--- src/rtl/adc_spi_pkg.sv ---
package adc_spi_pkg;
	localparam int          NCH          = 3;
	localparam int          DW           = 24;
	localparam int          RAW_W        = 26;
	localparam int          REG_N        = 8;
	// register indices, reachable by both the host port and the serial link
	localparam logic [5:0]  REG_ID       = 6'h00;
	localparam logic [5:0]  REG_STATUS   = 6'h01;
	localparam logic [5:0]  REG_MODE     = 6'h02;
	// identity value is arbitrary
	localparam logic [15:0] ID_VALUE     = 16'h5a00;
	// mode register fields and reset value
	localparam int          MODE_SEL_LSB = 0;
	localparam int          MODE_FMT_BIT = 2;
	localparam int          MODE_TO_BIT  = 4;
	localparam int          MODE_GC_BIT  = 5;
	localparam int          MODE_WL_LSB  = 8;
	localparam logic [15:0] MODE_RST     = 16'h0110;
	// word length encodings
	localparam logic [1:0]  WL_16        = 2'h0;
	localparam logic [1:0]  WL_24        = 2'h1;
	localparam logic [1:0]  WL_32Z       = 2'h2;
	localparam logic [1:0]  WL_32S       = 2'h3;
	// command words and fixed responses
	localparam logic [15:0] CMD_NULL     = 16'h0000;
	localparam logic [15:0] CMD_RESET    = 16'h0011;
	localparam logic [15:0] CMD_STANDBY  = 16'h0022;
	localparam logic [15:0] CMD_WAKEUP   = 16'h0033;
	localparam logic [15:0] CMD_LOCK     = 16'h0555;
	localparam logic [15:0] CMD_UNLOCK   = 16'h0655;
	localparam logic [15:0] RESP_RESET   = 16'hff23;
	localparam logic [2:0]  OP_REGISTER_READ_CMD      = 3'h5;
	localparam logic [2:0]  OP_REGISTER_WRITE_CMD      = 3'h3;
	localparam logic [2:0]  OP_WACK      = 3'h2;
	localparam logic [15:0] REGISTER_READ_CMD_ACK     = 16'h4000;
	localparam logic [7:0]  STD_WORDS    = 8'h05;
	// output crc
	localparam logic [15:0] CRC_INIT     = 16'hffff;
	localparam logic [15:0] CRC_POLY     = 16'h1021;
	// pin vector positions and idle levels
	localparam int          PIN_CS       = 0;
	localparam int          PIN_SCLK     = 1;
	localparam int          PIN_DIN      = 2;
	localparam int          PIN_SYNC     = 3;
	localparam logic [3:0]  PIN_IDLE     = 4'h9;
	// timing
	localparam int          CLK_NS       = 10;
	localparam int          RDY_PULSE_NS = 40;
	localparam logic [3:0]  RDY_PULSE_CYC =
		4'((RDY_PULSE_NS + CLK_NS - 1) / CLK_NS);
	localparam int unsigned TIMEOUT_CYC  = 32768;
	typedef enum logic [1:0] {
		LS_IDLE = 2'b01,
		LS_ACT  = 2'b10
	} link_state_t;
endpackage : adc_spi_pkg

--- src/rtl/adc_spi_frame_out.sv ---
module adc_spi_frame_out #(
	parameter int unsigned FRAME_TIMEOUT_CYC = adc_spi_pkg::TIMEOUT_CYC
) (
	input  wire logic                             mclk,
	input  wire logic                             sys_rst,
	input  wire logic                             cs_n_pin,
	input  wire logic                             sclk_pin,
	input  wire logic                             din_pin,
	input  wire logic                             sync_reset_n_pin,
	output logic                                  dout,
	output logic                                  dout_oe,
	output logic                                  sample_ready_n,
	input  wire logic [adc_spi_pkg::NCH-1:0]      ch_done,
	input  wire logic [adc_spi_pkg::RAW_W-1:0]    ch0_raw,
	input  wire logic [adc_spi_pkg::RAW_W-1:0]    ch1_raw,
	input  wire logic [adc_spi_pkg::RAW_W-1:0]    ch2_raw,
	input  wire logic [3:0]                       reg_addr,
	input  wire logic [15:0]                      reg_wdata,
	input  wire logic                             reg_wr,
	input  wire logic                             reg_rd,
	output logic [15:0]                           reg_rdata
);
	import adc_spi_pkg::*;

	function automatic logic [5:0] word_bits(input logic [1:0] wl);
		word_bits = (wl == WL_16) ? 6'd16 : (wl == WL_24) ? 6'd24 : 6'd32;
	endfunction : word_bits

	function automatic logic [DW-1:0] sat24(input logic [RAW_W-1:0] raw);
		if ($signed(raw) > $signed(26'h07fffff))
			sat24 = 24'h7fffff;
		else if ($signed(raw) < $signed(26'h3800000))
			sat24 = 24'h800000;
		else
			sat24 = raw[DW-1:0];
	endfunction : sat24

	logic [15:0]       regs_r [REG_N];
	logic [15:0]       status_w;

	function automatic logic [15:0] reg_val(input logic [5:0] a);
		if (a == REG_ID)
			reg_val = ID_VALUE;
		else if (a == REG_STATUS)
			reg_val = status_w;
		else if (a < 6'(REG_N))
			reg_val = regs_r[a[2:0]];
		else
			reg_val = 16'h0000;
	endfunction : reg_val

	// pin synchronisers: a change counts once stages two and three agree
	logic [3:0]        pin_s0_r, pin_s1_r, pin_s2_r, pin_lvl_r;
	wire  [3:0]        pins_in   = {sync_reset_n_pin, din_pin, sclk_pin,
		cs_n_pin};
	wire  [3:0]        pin_agree = ~(pin_s1_r ^ pin_s2_r);
	wire  [3:0]        pin_nxt   = (pin_agree & pin_s2_r) |
		(~pin_agree & pin_lvl_r);
	wire  [3:0]        pin_rise  = pin_nxt & ~pin_lvl_r;
	wire  [3:0]        pin_fall  = ~pin_nxt & pin_lvl_r;

	always_ff @(posedge mclk) begin
		if (sys_rst) begin
			pin_s0_r  <= PIN_IDLE;
			pin_s1_r  <= PIN_IDLE;
			pin_s2_r  <= PIN_IDLE;
			pin_lvl_r <= PIN_IDLE;
		end else begin
			pin_s0_r  <= pins_in;
			pin_s1_r  <= pin_s0_r;
			pin_s2_r  <= pin_s1_r;
			pin_lvl_r <= pin_nxt;
		end
	end

	wire  [1:0]        wl_sel    = regs_r[REG_MODE[2:0]][MODE_WL_LSB+:2];
	wire  [1:0]        rdy_src   = regs_r[REG_MODE[2:0]][MODE_SEL_LSB+:2];
	wire               rdy_fmt   = regs_r[REG_MODE[2:0]][MODE_FMT_BIT];
	wire               to_en     = regs_r[REG_MODE[2:0]][MODE_TO_BIT];
	wire               gchop     = regs_r[REG_MODE[2:0]][MODE_GC_BIT];
	wire  [5:0]        wbits     = word_bits(wl_sel);
	wire               selected  = ~pin_lvl_r[PIN_CS];
	wire               cs_rise   = pin_rise[PIN_CS];
	wire               sync_ev   = pin_fall[PIN_SYNC];
	wire               rise_ev   = selected & pin_rise[PIN_SCLK];
	wire               fall_ev   = selected & pin_fall[PIN_SCLK];

	link_state_t       state_r;
	logic [16:0]       to_cnt_r;
	logic [5:0]        bit_cnt_r, tx_cnt_r;
	logic [7:0]        word_r, frame_len_r, out_len_r;
	logic [31:0]       rx_sh_r, tx_sh_r;
	logic [15:0]       cmd_r, resp_r, crc_r;
	logic              cmd_seen_r, rmulti_r, lock_r, tx_crc_r, dout_r;
	logic [5:0]        rm_addr_r, wr_addr_r;
	logic [6:0]        rm_n_r, wr_cnt_r;

	wire  [31:0]       rx_nxt    = {rx_sh_r[30:0], pin_lvl_r[PIN_DIN]};
	wire  [15:0]       rx_word   = (wl_sel == WL_16) ? rx_nxt[15:0] :
		(wl_sel == WL_24) ? rx_nxt[23:8] : rx_nxt[31:16];
	wire               word_done = fall_ev & (bit_cnt_r == wbits - 6'd1);
	wire               frame_full = word_done &
		(word_r + 8'd1 == frame_len_r);
	wire               timeout_hit = to_en & (state_r == LS_ACT) &
		(to_cnt_r == 17'(FRAME_TIMEOUT_CYC));
	wire               latch     = cmd_seen_r & (cs_rise | frame_full);
	wire               frame_rst = cs_rise | frame_full | timeout_hit |
		~selected;
	wire               first_w   = word_done & (word_r == 8'd0);

	// command classification of the frame's own command word
	wire               is_register_read_cmd   = cmd_r[15:13] == OP_REGISTER_READ_CMD;
	wire               is_register_write_cmd   = cmd_r[15:13] == OP_REGISTER_WRITE_CMD;
	wire               is_fixed  = cmd_r == CMD_RESET ||
		cmd_r == CMD_STANDBY || cmd_r == CMD_WAKEUP ||
		cmd_r == CMD_LOCK || cmd_r == CMD_UNLOCK;
	wire               allowed   = ~lock_r | is_register_read_cmd | cmd_r == CMD_UNLOCK;
	wire               accept    = allowed & (is_register_read_cmd | is_register_write_cmd | is_fixed);
	wire  [15:0]       resp_nxt  =
		~accept ? status_w :
		(cmd_r == CMD_RESET) ? RESP_RESET :
		is_fixed ? cmd_r :
		(is_register_read_cmd & cmd_r[6:0] == 7'h00) ? reg_val(cmd_r[12:7]) :
		is_register_read_cmd ? (cmd_r | REGISTER_READ_CMD_ACK) :
		{OP_WACK, cmd_r[12:7], wr_cnt_r - 7'd1};
	wire               wr_slot   = word_done & cmd_seen_r & is_register_write_cmd &
		~lock_r & (word_r >= 8'd1) &
		(word_r <= 8'(cmd_r[6:0]) + 8'd1);

	always_ff @(posedge mclk) begin
		if (sys_rst) begin
			state_r  <= LS_IDLE;
			to_cnt_r <= 17'h00000;
		end else if (frame_rst) begin
			state_r  <= LS_IDLE;
			to_cnt_r <= 17'h00000;
		end else if (state_r == LS_ACT) begin
			to_cnt_r <= to_cnt_r + 17'h00001;
		end else if (rise_ev | fall_ev) begin
			state_r  <= LS_ACT;
		end
	end

	// input side: bits taken on sclk falling edges
	always_ff @(posedge mclk) begin
		if (sys_rst || frame_rst) begin
			bit_cnt_r   <= 6'h00;
			word_r      <= 8'h00;
			rx_sh_r     <= 32'h00000000;
			cmd_seen_r  <= 1'b0;
			if (sys_rst || timeout_hit)
				frame_len_r <= STD_WORDS;
			else if (latch)
				frame_len_r <= (is_register_read_cmd && accept &&
					cmd_r[6:0] != 7'h00) ? 8'(cmd_r[6:0]) + 8'd3 :
					STD_WORDS;
			wr_cnt_r    <= 7'h00;
		end else if (fall_ev) begin
			rx_sh_r   <= rx_nxt;
			bit_cnt_r <= word_done ? 6'h00 : bit_cnt_r + 6'h01;
			if (word_done)
				word_r <= word_r + 8'h01;
			if (first_w) begin
				cmd_r      <= rx_word;
				cmd_seen_r <= 1'b1;
				if (rx_word[15:13] == OP_REGISTER_WRITE_CMD &&
					8'(rx_word[6:0]) + 8'd3 > frame_len_r)
					frame_len_r <= 8'(rx_word[6:0]) + 8'd3;
			end
			if (wr_slot)
				wr_cnt_r <= wr_cnt_r + 7'h01;
		end
	end

	// response, lock and multi-read state change only at frame end
	always_ff @(posedge mclk) begin
		if (sys_rst) begin
			resp_r    <= CMD_NULL;
			rmulti_r  <= 1'b0;
			lock_r    <= 1'b0;
			rm_addr_r <= 6'h00;
			rm_n_r    <= 7'h00;
		end else if (latch) begin
			resp_r    <= resp_nxt;
			rmulti_r  <= accept & is_register_read_cmd & cmd_r[6:0] != 7'h00;
			rm_addr_r <= cmd_r[12:7];
			rm_n_r    <= cmd_r[6:0];
			if (accept && cmd_r == CMD_LOCK)
				lock_r <= 1'b1;
			else if (accept && (cmd_r == CMD_UNLOCK || cmd_r == CMD_RESET))
				lock_r <= 1'b0;
		end else if (timeout_hit) begin
			rmulti_r  <= 1'b0;
		end
	end

	// channel fifos, two deep each
	logic [DW-1:0]     f0_r [NCH];
	logic [DW-1:0]     f1_r [NCH];
	logic [1:0]        fc_r [NCH];
	logic [NCH-1:0]    pop_ev, sample_ready_w;
	wire  [RAW_W-1:0]  raw_a [NCH];
	assign raw_a[0] = ch0_raw;
	assign raw_a[1] = ch1_raw;
	assign raw_a[2] = ch2_raw;

	for (genvar c = 0; c < NCH; c++) begin : g_fifo
		wire [DW-1:0] din_c = sat24(raw_a[c]);
		wire [1:0]    pc    = fc_r[c] - {1'b0, pop_ev[c]};
		assign pop_ev[c] = word_done & ~rmulti_r & fc_r[c] != 2'd0 &
			word_r == 8'(c + 1);
		assign sample_ready_w[c] = fc_r[c] != 2'd0;
		always_ff @(posedge mclk) begin
			if (sys_rst || sync_ev) begin
				fc_r[c] <= 2'd0;
			end else if (ch_done[c]) begin
				if (pc == 2'd0) begin
					f0_r[c] <= din_c;
				end else if (pc == 2'd1) begin
					if (pop_ev[c])
						f0_r[c] <= f1_r[c];
					f1_r[c] <= din_c;
				end else begin
					f0_r[c] <= f1_r[c]; // full: oldest sample dropped
					f1_r[c] <= din_c;
				end
				fc_r[c] <= (pc == 2'd2) ? 2'd2 : pc + 2'd1;
			end else if (pop_ev[c]) begin
				f0_r[c] <= f1_r[c];
				fc_r[c] <= pc;
			end
		end
	end
	assign status_w = {13'h0000, sample_ready_w};

	// output word selection and formatting, msb-aligned except for the sign-extended WL_32S
	wire  [1:0]        chi      = 2'(word_r - 8'd1);
	wire  [DW-1:0]     head     = f0_r[chi];
	wire  [31:0]       ch_fmt   = (wl_sel == WL_32S) ?
		{{8{head[DW-1]}}, head} : {head, 8'h00};
	wire               is_crc_w = rmulti_r ?
		(word_r == 8'(rm_n_r) + 8'd2) : (word_r == 8'd4);
	wire  [31:0]       tx_word  =
		(word_r == 8'd0) ? {resp_r, 16'h0000} :
		is_crc_w ? {crc_r, 16'h0000} :
		(rmulti_r && word_r <= 8'(rm_n_r) + 8'd1) ?
		{reg_val(6'(rm_addr_r + 6'(word_r) - 6'd1)), 16'h0000} :
		(!rmulti_r && word_r <= 8'd3) ? ch_fmt : 32'h00000000;
	wire               load     = rise_ev & (tx_cnt_r == 6'h00);
	wire               tx_bit   = load ? tx_word[31] : tx_sh_r[31];
	wire               crc_on   = load ? ~is_crc_w : ~tx_crc_r;
	wire  [15:0]       crc_step = {crc_r[14:0], 1'b0} ^
		((crc_r[15] ^ tx_bit) ? CRC_POLY : 16'h0000);

	always_ff @(posedge mclk) begin
		if (sys_rst || frame_rst) begin
			tx_cnt_r <= 6'h00;
			tx_sh_r  <= 32'h00000000;
			tx_crc_r <= 1'b0;
			crc_r    <= CRC_INIT;
			dout_r   <= 1'b0;
		end else if (rise_ev) begin
			dout_r   <= tx_bit;
			tx_sh_r  <= load ? {tx_word[30:0], 1'b0} : {tx_sh_r[30:0], 1'b0};
			tx_cnt_r <= load ? wbits - 6'h01 : tx_cnt_r - 6'h01;
			tx_crc_r <= load ? is_crc_w : tx_crc_r;
			if (crc_on)
				crc_r <= crc_step;
		end
	end
	assign dout = dout_r;

	always_ff @(posedge mclk) begin
		if (sys_rst)
			dout_oe <= 1'b0;
		else
			dout_oe <= selected;
	end

	// register file: host port first, serial writes override
	wire  [5:0]        wr_idx   = 6'(wr_addr_r + 6'(word_r) - 6'd1);
	always_ff @(posedge mclk) begin
		if (sys_rst)
			wr_addr_r <= 6'h00;
		else if (first_w)
			wr_addr_r <= rx_word[12:7];
	end

	for (genvar r = 2; r < REG_N; r++) begin : g_regs
		always_ff @(posedge mclk) begin
			if (sys_rst)
				regs_r[r] <= (r == int'(REG_MODE)) ? MODE_RST : 16'h0000;
			else if (latch && accept && cmd_r == CMD_RESET)
				regs_r[r] <= (r == int'(REG_MODE)) ? MODE_RST : 16'h0000;
			else if (wr_slot && wr_idx == 6'(r))
				regs_r[r] <= rx_word;
			else if (reg_wr && reg_addr == 4'(r))
				regs_r[r] <= reg_wdata;
		end
	end
	assign regs_r[0] = 16'h0000;
	assign regs_r[1] = 16'h0000;

	always_ff @(posedge mclk) begin
		if (sys_rst)
			reg_rdata <= 16'h0000;
		else
			reg_rdata <= reg_rd ? reg_val({2'b00, reg_addr}) : 16'h0000;
	end

	// ready events per source selection
	logic [NCH-1:0]    pend_r;
	logic [3:0]        rdy_cnt_r;
	logic              rdy_n_r, rearm_r;
	wire  [NCH-1:0]    pend_nxt = pend_r | ch_done;
	wire               all_in   = &pend_nxt;
	wire               rdy_ev   = (rdy_src == 2'b01 && !gchop) ? |ch_done :
		(rdy_src == 2'b00 || gchop) ? (all_in & |ch_done) :
		(|ch_done & pend_r == 3'b000);
	wire               read_done = pop_ev[NCH-1];

	always_ff @(posedge mclk) begin
		if (sys_rst || sync_ev)
			pend_r <= 3'b000;
		else
			pend_r <= all_in ? 3'b000 : pend_nxt;
	end

	always_ff @(posedge mclk) begin
		if (sys_rst || sync_ev) begin
			rdy_n_r   <= 1'b1;
			rdy_cnt_r <= 4'h0;
			rearm_r   <= 1'b0;
		end else if (rdy_ev) begin
			rdy_n_r   <= 1'b0;
			rdy_cnt_r <= rdy_fmt ? RDY_PULSE_CYC : 4'h0;
			rearm_r   <= 1'b0;
		end else if (rdy_cnt_r != 4'h0) begin
			rdy_cnt_r <= rdy_cnt_r - 4'h1;
			rdy_n_r   <= rdy_cnt_r == 4'h1;
		end else if (!rdy_fmt && read_done) begin
			rdy_n_r   <= 1'b1;
			rearm_r   <= 1'b1;
		end else begin
			if (rearm_r && sample_ready_w != 3'b000)
				rdy_n_r <= 1'b0;
			rearm_r <= 1'b0;
		end
	end
	assign sample_ready_n = rdy_n_r;
endmodule : adc_spi_frame_out

--- config.mk ---
export PLATFORM = sky130hd
export DESIGN_NAME = adc_spi_frame_out
export DESIGN_NICKNAME = d
export VERILOG_FILES = /design/src/rtl/adc_spi_pkg.sv /design/src/rtl/adc_spi_frame_out.sv
export SDC_FILE = /design/constraint.sdc
export NUM_CORES = 1
export LEC_CHECK = 0
export BUFFER_PORTS_ARGS = -buffer_cell sky130_fd_sc_hd__buf_2
export CAP_MARGIN = 30
export CORE_UTILIZATION = 48
export CTS_CLUSTER_SIZE = 28
export DETAILED_ROUTE_END_ITERATION = 7
export PLACE_DENSITY = 0.73
export SLEW_MARGIN = 20
export SYNTH_ARGS = -nofsm -noshare
export SYNTH_HDL_FRONTEND = slang
export SYNTH_SLANG_ARGS = --single-unit
--- constraint.sdc ---
create_clock -name mclk -period 5.34 [get_ports mclk]
set_clock_uncertainty 0.1 [all_clocks]
set_input_delay 0.534 -clock mclk [delete_from_list [all_inputs] [get_ports mclk]]
set_output_delay 0.534 -clock mclk [all_outputs]
set_load 0.01 [all_outputs]
After elaboration in Yosys (flattened, before gate mapping)
Memory sizes are Yosys's and may differ from the RTL's.
Cells that the tools add are included.
{ "totals": {"register_bits": 327, "latchBits": 0, "mem_bits_rw": 150, "rom_bits": 0, "output_inout_bits": 19, "word_cells": 467, "n_memories": 3} }
{ "op_classes": {"add_sub_neg": 24, "n_mul": 0, "div": 0, "n_lt_le_gt_ge": 17, "n_eq_ne": 43, "shift": 0, "mux": 179, "n_bitwise": 78, "reduce_logical": 85} }
{ "memory_table": {"columns": ["memory", "depth", "word_bits", "read_ports", "rd_ports_with_merged_regs", "write_ports", "line_no", "rtl"], "rows": [
  ["f0_r", 3, 24, 1, 0, 3, "adc_spi_frame_out.sv:198", "logic [DW-1:0] f0_r [NCH];"],
  ["f1_r", 3, 24, 3, 0, 3, "adc_spi_frame_out.sv:199", "logic [DW-1:0] f1_r [NCH];"],
  ["fc_r", 3, 2, 3, 0, 3, "adc_spi_frame_out.sv:200", "logic [1:0] fc_r [NCH];"]
]} }
{ "ops": {"columns": ["operator", "count"], "rows": [
  ["16-bit 2-to-1 mux", 31],
  ["24-bit 2-to-1 mux", 18],
  ["32-bit 2-to-1 mux", 5],
  ["16-bit binary-select mux with 3-bit select", 3],
  ["1-bit 2-to-1 mux", 94],
  ["26-bit by 24-bit greater-than comparator with 1-bit output, second input constant", 3],
  ["26-bit by 24-bit less-than comparator with 1-bit output, second input constant", 3],
  ["8-bit 2-to-1 mux", 7],
  ["15-bit 2-to-1 mux", 3],
  ["16-bit by 11-bit == test with 1-bit output, second input constant", 2],
  ["16-bit by 6-bit == test with 1-bit output, second input constant", 2],
  ["31-bit 2-to-1 mux", 1],
  ["2-bit nonzero test", 15],
  ["1-bit bitwise AND", 27],
  ["1-bit OR", 26],
  ["7-bit by 2-bit adder with 8-bit output, second input constant", 3],
  ["6-bit by 3-bit == test with 1-bit output, second input constant", 4],
  ["1-bit logical AND", 24],
  ["6-bit 2-to-1 mux", 4],
  ["6-bit by 1-bit subtractor with 6-bit output, second input constant", 4],
  ["6-bit zero test", 3],
  ["2-bit 2-to-1 mux", 9],
  ["17-bit by 1-bit adder with 17-bit output, second input constant", 1],
  ["17-bit by 16-bit == test with 1-bit output, second input constant", 1],
  ["other kinds (63)", 133]
]} }

Depth between registers and ports, before layout
Gate-level depths: netlist of the first run.
{ "depth": {"depth_word": 22, "mapped_depth": 15, "depth_no_buf": 14} }

Worst setup path before layout of the first run
Ideal clock, no wire load.
{ "synth_path": {"path_type": "flip-flop to flip-flop", "startpoint": "reg regs_r[88] (netlist bit)", "endpoint": "mem f0_r[2][0] (enable)", "setup_time_ns": 0.413, "arrival_time_ns": 3.641, "t_required_ns": 4.827, "slack_ns": 1.186, "path_stages_with_launch": 11, "period_less_slack_ns": 4.154, "path_cell_list": "dfxtp_1 > buf_6 > or4b_4 > a211oi_4 > nand4_1 > inv_1 > ha_1 > xnor2_1 > ha_1 > o21ai_0 > a21oi_1"} }
{ "synth_rtl": {"columns": ["element", "line_no", "rtl"], "rows": [
  ["start, declared", "adc_spi_frame_out.sv:38", "logic [15:0] regs_r [REG_N];"],
  ["start signal, assigned by index", "adc_spi_frame_out.sv:292", "regs_r[r] <= (r == int'(REG_MODE)) ? MODE_RST : 16'h0000;"],
  ["start signal, assigned by index", "adc_spi_frame_out.sv:294", "regs_r[r] <= (r == int'(REG_MODE)) ? MODE_RST : 16'h0000;"],
  ["start signal, assigned by index", "adc_spi_frame_out.sv:296", "regs_r[r] <= rx_word;"],
  ["end, declared", "adc_spi_frame_out.sv:198", null]
]} }

Worst setup path in the final report of the first run
{ "layout_path": {"startpoint": "reg word_r[1]", "endpoint": "reg crc_r[12]"} }
{ "layout_via": {"elab_chain_cells": 16, "word_cells_on_any_way": 40, "cone_classes": "add/sub (4); order compare (3); eq/ne (4); mux (14); bitwise (8); reduce/logical (6); memory (1)"} }
{ "layout_lines": {"columns": ["element", "line_no", "rtl"], "rows": [
  ["start, declared", "adc_spi_frame_out.sv:91", "logic [7:0] word_r, frame_len_r, out_len_r;"],
  ["start signal, assigned", "adc_spi_frame_out.sv:162", "word_r <= word_r + 8'h01;"],
  ["6-bit adder", "adc_spi_frame_out.sv:247", "{reg_val(6'(rm_addr_r + 6'(word_r) - 6'd1)), 16'h0000} :"],
  ["6-bit by 1-bit subtractor with 6-bit output", "adc_spi_frame_out.sv:247", null],
  ["3-bit NOT with 4-bit output (not written as such)", "adc_spi_frame_out.sv:47", "reg_val = regs_r[a[2:0]];"],
  ["16-bit binary-select mux with 3-bit select", "adc_spi_frame_out.sv:47", null],
  ["16-bit 2-to-1 mux (not written as such) (2 in a row)", "adc_spi_frame_out.sv:47", null],
  ["16-bit 2-to-1 mux", "adc_spi_frame_out.sv:46", "else if (a < 6'(REG_N))"],
  ["16-bit 2-to-1 mux", "adc_spi_frame_out.sv:44", "else if (a == REG_STATUS)"],
  ["16-bit 2-to-1 mux", "adc_spi_frame_out.sv:42", "if (a == REG_ID)"],
  ["32-bit 2-to-1 mux", "adc_spi_frame_out.sv:246", "(rmulti_r && word_r <= 8'(rm_n_r) + 8'd1) ?"],
  ["32-bit 2-to-1 mux", "adc_spi_frame_out.sv:245", "is_crc_w ? {crc_r, 16'h0000} :"],
  ["32-bit 2-to-1 mux", "adc_spi_frame_out.sv:244", "(word_r == 8'd0) ? {resp_r, 16'h0000} :"],
  ["1-bit 2-to-1 mux", "adc_spi_frame_out.sv:250", "wire tx_bit = load ? tx_word[31] : tx_sh_r[31];"],
  ["1-bit XOR", "adc_spi_frame_out.sv:253", "((crc_r[15] ^ tx_bit) ? CRC_POLY : 16'h0000);"],
  ["13-bit 2-to-1 mux", "adc_spi_frame_out.sv:253", null],
  ["16-bit by 13-bit XOR with 16-bit output", "adc_spi_frame_out.sv:252", "wire [15:0] crc_step = {crc_r[14:0], 1'b0} ^"],
  ["end signal, assigned", "adc_spi_frame_out.sv:268", "crc_r <= crc_step;"],
  ["end, declared", "adc_spi_frame_out.sv:93", "logic [15:0] cmd_r, resp_r, crc_r;"]
]} }
Parallel ways exist; a longest one is shown, timed or not. The select of a mux whose other input is x is not followed.
A chain may end at the register's enable or synchronous reset.

==> results of run 1 <==
## layout make-up
class / instances / area (um^2)
antenna: 1 / 2.502
fill: 4651 / 23950
multi-input combinational: 1984 / 13660
inverter: 98 / 367.9
clock buffer: 66 / 1353
clock inverter: 28 / 280.3
sequential: 476 / 11270
timing repair buffer: 204 / 1227
tap: 688 / 860.8
## power breakdown
group / internal, uW / switching (uW) / leakage [uW]
Combinational: 238 / 361 / 0.00563
Clock: 2030 / 1520 / 0.000789
Sequential: 3890 / 49.8 / 0.00410
Total: 6160 / 1930 / 0.0105
## registers in the layout (all words and copies together), names as in the netlist, 16 cells and up, named ones only
name,count
regs_r,92
f0_r,72
f1_r,72
rx_sh_r,31
tx_sh_r,31
to_cnt_r,17
cmd_r,16
crc_r,16
reg_rdata,16
resp_r,16
## metrics by stage
stage	cell area (um^2)	utilization (%)	hold slack [ns]	total power [uW]	setup WS [ns]
floorplan	25980	-	0.2895	4400	1.186
global placement	27330	51.59	0.3001	4582	1.398
detailed placement	27350	51.64	0.2976	4614	1.257
CTS	29000	54.74	0.01115	8128	1.247
global route	29020	54.79	0.02280	8332	1.006
finish	29020	54.79	0.02973	8093	1.198
## cell usage in the layout (no fill, tap or decap), types with 8 or more instances in the layout
master,instances
or3_1,19
o21ai_0,97
nor2_1,403
ha_1,75
o211ai_1,19
xor2_1,41
nand3_1,65
mux2_2,142
or2_2,15
nor4_1,15
nand2_1,229
inv_1,98
nor3_1,43
o221ai_1,22
a22oi_1,24
clkbuf_16,51
and3_1,8
mux2i_1,67
a31oi_1,11
a211oi_1,157
edfxtp_1,174
dfxtp_1,301
buf_2,127
clkinv_1,9
xnor2_1,43
clkinv_2,8
clkbuf_1,13
mux4_2,48
nor2b_1,70
a21o_1,8
a21oi_1,179
buf_4,74
nand4_1,27
nand2b_1,11
## timing repair
action,CTS,global route
hold buffers,1,0
endpoints found under the hold margin,1,0
gates resized for setup,0,0
## worst paths after layout
| check | slack [ns] | depth (start not counted) | end | start |
|---|---|---|---|---|
| setup / recovery | 1.20 | 10 | crc_r[12] | word_r[1] |
| hold reg to reg | 0.32 | 1 | pin_s1_r[0] | pin_s0_r[0] |
| hold / removal | 0.03 | 2 | pin_s0_r[3] | sync_reset_n_pin |
| setup reg to reg | 1.20 | 10 | crc_r[12] | word_r[1] |
## metal layers
| layer | wire length [um] | GRT usage [%] | part of all wire, % |
|---|---|---|---|
| met1 | 30900 | 35.51 | 40 |
| met2 | 35720 | 44.70 | 46 |
| met3 | 7889 | 5.780 | 10 |
| met4 | 3136 | 11.82 | 4.0 |
| met5 | 32 | 0 | 0.041 |
## kinds of logic (layout without fill, tap and decap cells)
family	Yosys count	after routing	share of synthesized area [%]
flip-flops	476	476	43.38
multiplexers	257	257	12.90
AO/OA/AOI/OAI	609	609	15.49
XOR/XNOR	86	86	3.010
AND/OR/NAND/NOR	954	954	16.90
buffers and inverters	297	396	4.522
adder cells (fa/ha/maj)	78	78	3.814
other	0	1	0
==> impl_metrics.yaml, run 1 <==
place:
  place.gp.congestion: 0.9357
  dp.cells: 3446
  io_buffers: 127
  dp_hpwl_um: 54140
yosys:
  synth-main-ff-cell: "dfxtp_1"
  synth_commonest_cells: "409 x nor2_1, 302 x dfxtp_1, 229 x nand2_1"
  syn_inst: 2757
  synth_edf_count: 174
  synthTopCellsByArea: "dfxtp_1 23%, edfxtp_1 20%, mux2_2 6.2%"
  ys_seq_area_share_pct: 43.38
  ys_seq_elements: 476
  synthArstFlopShare_pct: 0
  synth.most_common_cell: "nor2_1"
  yosysTopAreaCell: "dfxtp_1"
  synth_area_um2: 25980
  synth_area_per_cell_um2: 9.425
  synth_nets: 2944
  yosys.area.top_type_share_pct: 23.27
  ys_warn_count: 0
  ys_types: 83
sta:
  period_needed_ns: 4.142
  finalSetupTns_ns: 0
  grt_setup_unrepaired: "false"
  max-slew-margin-rel_pct: 31.33
  fmax_ghz: 0.2414
  hold_viol_final: 0
  tightest_slew_ns: 1.024
  slew_viol_final: 0
  finalSetupViolCount: 0
  fin_crit_sh_pct: 77.57
clocking:
  cts.htree.levels: 2
  clk-insertion-delay-late_ns: 0.62
  post_cts_buffers: 0
  cts_root_buf: "clkbuf_16"
  cts_sinks: 476
  cts_tree: "built"
  cts_buffers: 50
  cts_buffer_depth: 3
  path_clk_slew_ns: 0.07
layout:
  drive_above_1_share_pct: 18.10
  nets: 3001
  fin_cells: 3545
  syn2layout_area_growth_pct: 11.70
global_route:
  grt_pass1_wl_um: 120100
  antenna_found_initial: 4
  grt_overflow_total: 0
  grt_pass1_vias: 21300
  track_usage_pct: 27.53
  grt_max_degree: 54
detailed_routing:
  wl_um: 77690
  dr.pass1.iters: 8
  drc: 0
  viasPerCell: 6.214
  drtIter0Drc: 2434
  wl_per_cell_um: 21.91
  dr_total_vias: 22030
  postRouteAntennaNets: 0
worst_setup_path:
  worstSetupPathType: "reg2reg"
  slowest_delay_ns: 0.78
  arrival_ns: 4.52
  start_kind: "register"
  path_delay_family: "compound AO/OA/AOI/OAI gates"
  crit_buf_inv: 2
  cp_cell_sequence: "inv_1 -> ha_1 -> inv_1 -> ha_1 -> mux4_2 -> a22oi_1 -> o21ai_0 -> a311o_1 -> a2111oi_0 -> nor3_1"
  required_ns: 5.72
  cp_max_fo: 16
  critPathCaptureType: "register"
  cp_slowest_cell: "ha_1"
hold_path:
  hold_path.class: "in2reg"
floorplan:
  die_area_um2: 55070
  top_level_ports: 128
  core_um2: 52970
  initial_core_util_pct: 49.05
  die-height_um: 234.7
  row_count: 84
  die_w_um: 234.7
pwr:
  powerDensity_nw_per_um2: 278.8
  cellLeakagePower_uw: 0.01053
  ir_drop_mv: 0.2849
job:
  maxCapViolCount: 0
status:
  status: "finished clean"
Note: power is estimated with default switching activity, not from simulation.
==> run 2: changes to the inputs <==
- ABC_AREA: not set -> 1
- clock period: 5.34 -> 4.1 ns (I/O delays scaled with it)
==> run 2 against run 1 <==
  * Routed wire length up 18%
  * Core utilization up 1.1 points
  * Synthesized cell count up 34%
  * Cell count up 30%
  * Combinational power up 41%
  * Sequential cell count unchanged
  * Clock power up 39%
  * Critical path type unchanged
  * Largest cell class unchanged
  * Highest routed layer unchanged
==> impl_metrics.yaml, run 2 <==
status:
  status: "finished clean"
hold_path:
  hold_path.class: "in2reg"
detailed_routing:
  dr.pass1.iters: 7
  viasPerCell: 5.704
  drt-met1-wl_um: 38010
  postRouteAntennaNets: 0
  dr_total_vias: 26190
  route.met2.wl_um: 39680
  wl_um: 91430
  drc: 0
  drtIter0Drc: 3508
  wl_per_cell_um: 19.91
  highest_layer: "met5"
  routed-wl-met3_um: 9229
yosys:
  synth-main-ff-cell: "dfxtp_1"
  synth_commonest_cells: "732 x nand2_1, 518 x nor2_1, 449 x inv_1"
  ys_seq_area_share_pct: 42.40
  synth_nets: 3884
  yosys.area.top_type_share_pct: 22.74
  ys_types: 56
  synth_area_per_cell_um2: 7.190
  synth.most_common_cell: "nand2_1"
  ys_warn_count: 0
  yosysTopAreaCell: "dfxtp_1"
  synthTopCellsByArea: "dfxtp_1 23%, edfxtp_1 20%, nand2_1 10%"
  ys_seq_elements: 476
  synth_edf_count: 174
  synthArstFlopShare_pct: 0
  synth_area_um2: 26580
  syn_inst: 3697
sta:
  fin_crit_sh_pct: 93.25
  fin_ws_ns: 0.2767
  slew_viol_final: 0
  fmax_ghz: 0.2616
  max-slew-margin-rel_pct: 27.11
  hold_viol_final: 0
  grt_setup_unrepaired: "false"
  tightest_slew_ns: 1.093
  finalSetupViolCount: 0
  finalSetupTns_ns: 0
  period_needed_ns: 3.823
job:
  maxCapViolCount: 0
clocking:
  cts_sinks: 476
  clk-insertion-delay-late_ns: 0.64
  cts_root_buf: "clkbuf_16"
  cts_tree: "built"
  cts.htree.levels: 2
  cts_buffer_depth: 3
  path_clk_slew_ns: 0.06
  cts_buffers: 52
floorplan:
  die_w_um: 237.3
  initial_core_util_pct: 49.01
  die-height_um: 237.3
  top_level_ports: 128
  die_area_um2: 56320
  core_um2: 54240
  row_count: 85
worst_setup_path:
  required_ns: 4.49
  critPathCaptureType: "register"
  worstSetupPathType: "reg2reg"
  path_delay_family: "simple AND/OR/NAND/NOR gates"
  start_kind: "register"
  r2r_slack_ns: 0.28
  crit_buf_inv: 3
  cp_max_fo: 51
  cp_slowest_cell: "o21ai_2"
  slowest_delay_ns: 0.56
  cp_cell_sequence: "nand2_1 -> nand2_1 -> nor3_4 -> buf_4 -> o21ai_1 -> inv_1 -> nand2_1 -> inv_2 -> nand3_1 -> nor2_4 -> nand2_2 -> o21ai_2 -> nor2_1 -> nor2_1 -> nor2_1"
  arrival_ns: 4.22
global_route:
  grt_pass1_wl_um: 139200
  grt_max_degree: 95
  antenna_found_initial: 1
  grt_pass1_vias: 23830
  grt_overflow_total: 0
  track_usage_pct: 31.94
layout:
  largest_reg_flops: 92
  nFillCells: 5191
  utilization_pct: 55.89
  mostFrequentLayoutCells: "730 x nand2_1, 517 x nor2_1, 449 x inv_1"
  multi_input_area_um2: 12860
  syn2layout_area_growth_pct: 14.04
  nets: 4038
  regMostFlops: "regs_r"
  reg.largest.list: "regs_r (92), f0_r (72), f1_r (72)"
  ff_latch_area_um2: 11270
  final_common_cell: "nand2_1"
  drive_above_1_share_pct: 9.990
pwr:
  ir_drop_mv: 0.3554
  cellLeakagePower_uw: 0.01269
  powerDensity_nw_per_um2: 361.0
place:
  io_buffers: 127
  dp_hpwl_um: 66760
  dpl_worst_slack_ns: 0.1775
  place.gp.congestion: 1.001
-- run 2: cell types whose count changed after synthesis, moves of 30 or more --
cell | before | now
nand3_1 | 65 | 211
xnor2_1 | 43 | 11
mux2_2 | 142 | 1
mux2i_1 | 67 | 0
o21ai_0 | 97 | 298
nor2b_1 | 70 | 0
o21ai_1 | 1 | 40
mux4_2 | 48 | 0
nor2_1 | 409 | 518
nand2_1 | 229 | 732
o22ai_1 | 7 | 37
inv_1 | 98 | 449
a211oi_1 | 157 | 38
a21oi_1 | 181 | 317
-- run 2: cell families (layout without fill, tap and decap cells) --
kind of cell	after synthesis	in the layout	share of synthesized area (%)
DFF	476	476	42.40
adders and majority gates	78	78	3.728
AOI/OAI and AO/OA	841	841	17.83
buffers and inverters	643	840	9.367
other	0	1	0
xor gates and xnor gates	53	53	1.746
and+or+nand+nor	1605	1605	24.88
muxes	1	1	0.04236
-- run 2: final cells by class --
type,count,area share (%)
Timing Repair Buffer,273,5.820
Tap cell,696,2.873
Clock inverter,24,1.135
Sequential cell,476,37.18
Inverter,470,5.820
Clock buffer,73,4.751
Antenna cell,1,0.008255
Multi-Input combinational cell,2578,42.41
-- run 2: layer usage --
metal	global-route usage [%]	up-vias
met5	0	-
met3	5.470	259
met4	14.98	2
met1	43.80	11940
li1	-	12590
met2	49.04	1398
-- run 2: worst reg2reg max path, delay by kind of cell, from the launching register on --
kind / cells / cell delay, ns
buf+inv: 3 / 0.80
simple gates: 10 / 1.74
flops: 1 / 0.34
compound gates: 2 / 0.72
-- run 2: worst paths after layout --
kind | start | to | cells after the start
worst min-delay path | ch_done[1] | pend_r[1] | 3
worst min register to register | pin_s0_r[2] | pin_s1_r[2] | 2
worst max register to register | pin_s1_r[1] | regs_r[0] | 15
worst max-delay path | pin_s1_r[1] | regs_r[0] | 15
-- run 2: what timing repair did --
action / 4_1_cts / 5_1_grt
endpoints found under the hold margin: 9 / 0
hold buffers: 9 / 0
setup endpoints to repair: 0 / 8
gates resized for setup: 0 / 2
buffers inserted: 0 / 1
-- run 2: stage by stage --
step	hold WS [ns]	area [um^2]	total power, uW	std cells
after floorplan	0.2883	26580	5748	3697
after global placement	0.2935	28400	6064	4482
after detailed placement	0.3048	28420	6078	4483
after CTS	0.001193	30290	10960	4589
after global routing	0.05174	30310	11250	4590
final	0.02171	30310	10940	4591
-- run 2: report_power, final --
part           internal [uW]  switching [uW]
Combinational            271             577
Clock                   2850            2080
Sequential              5090            69.7
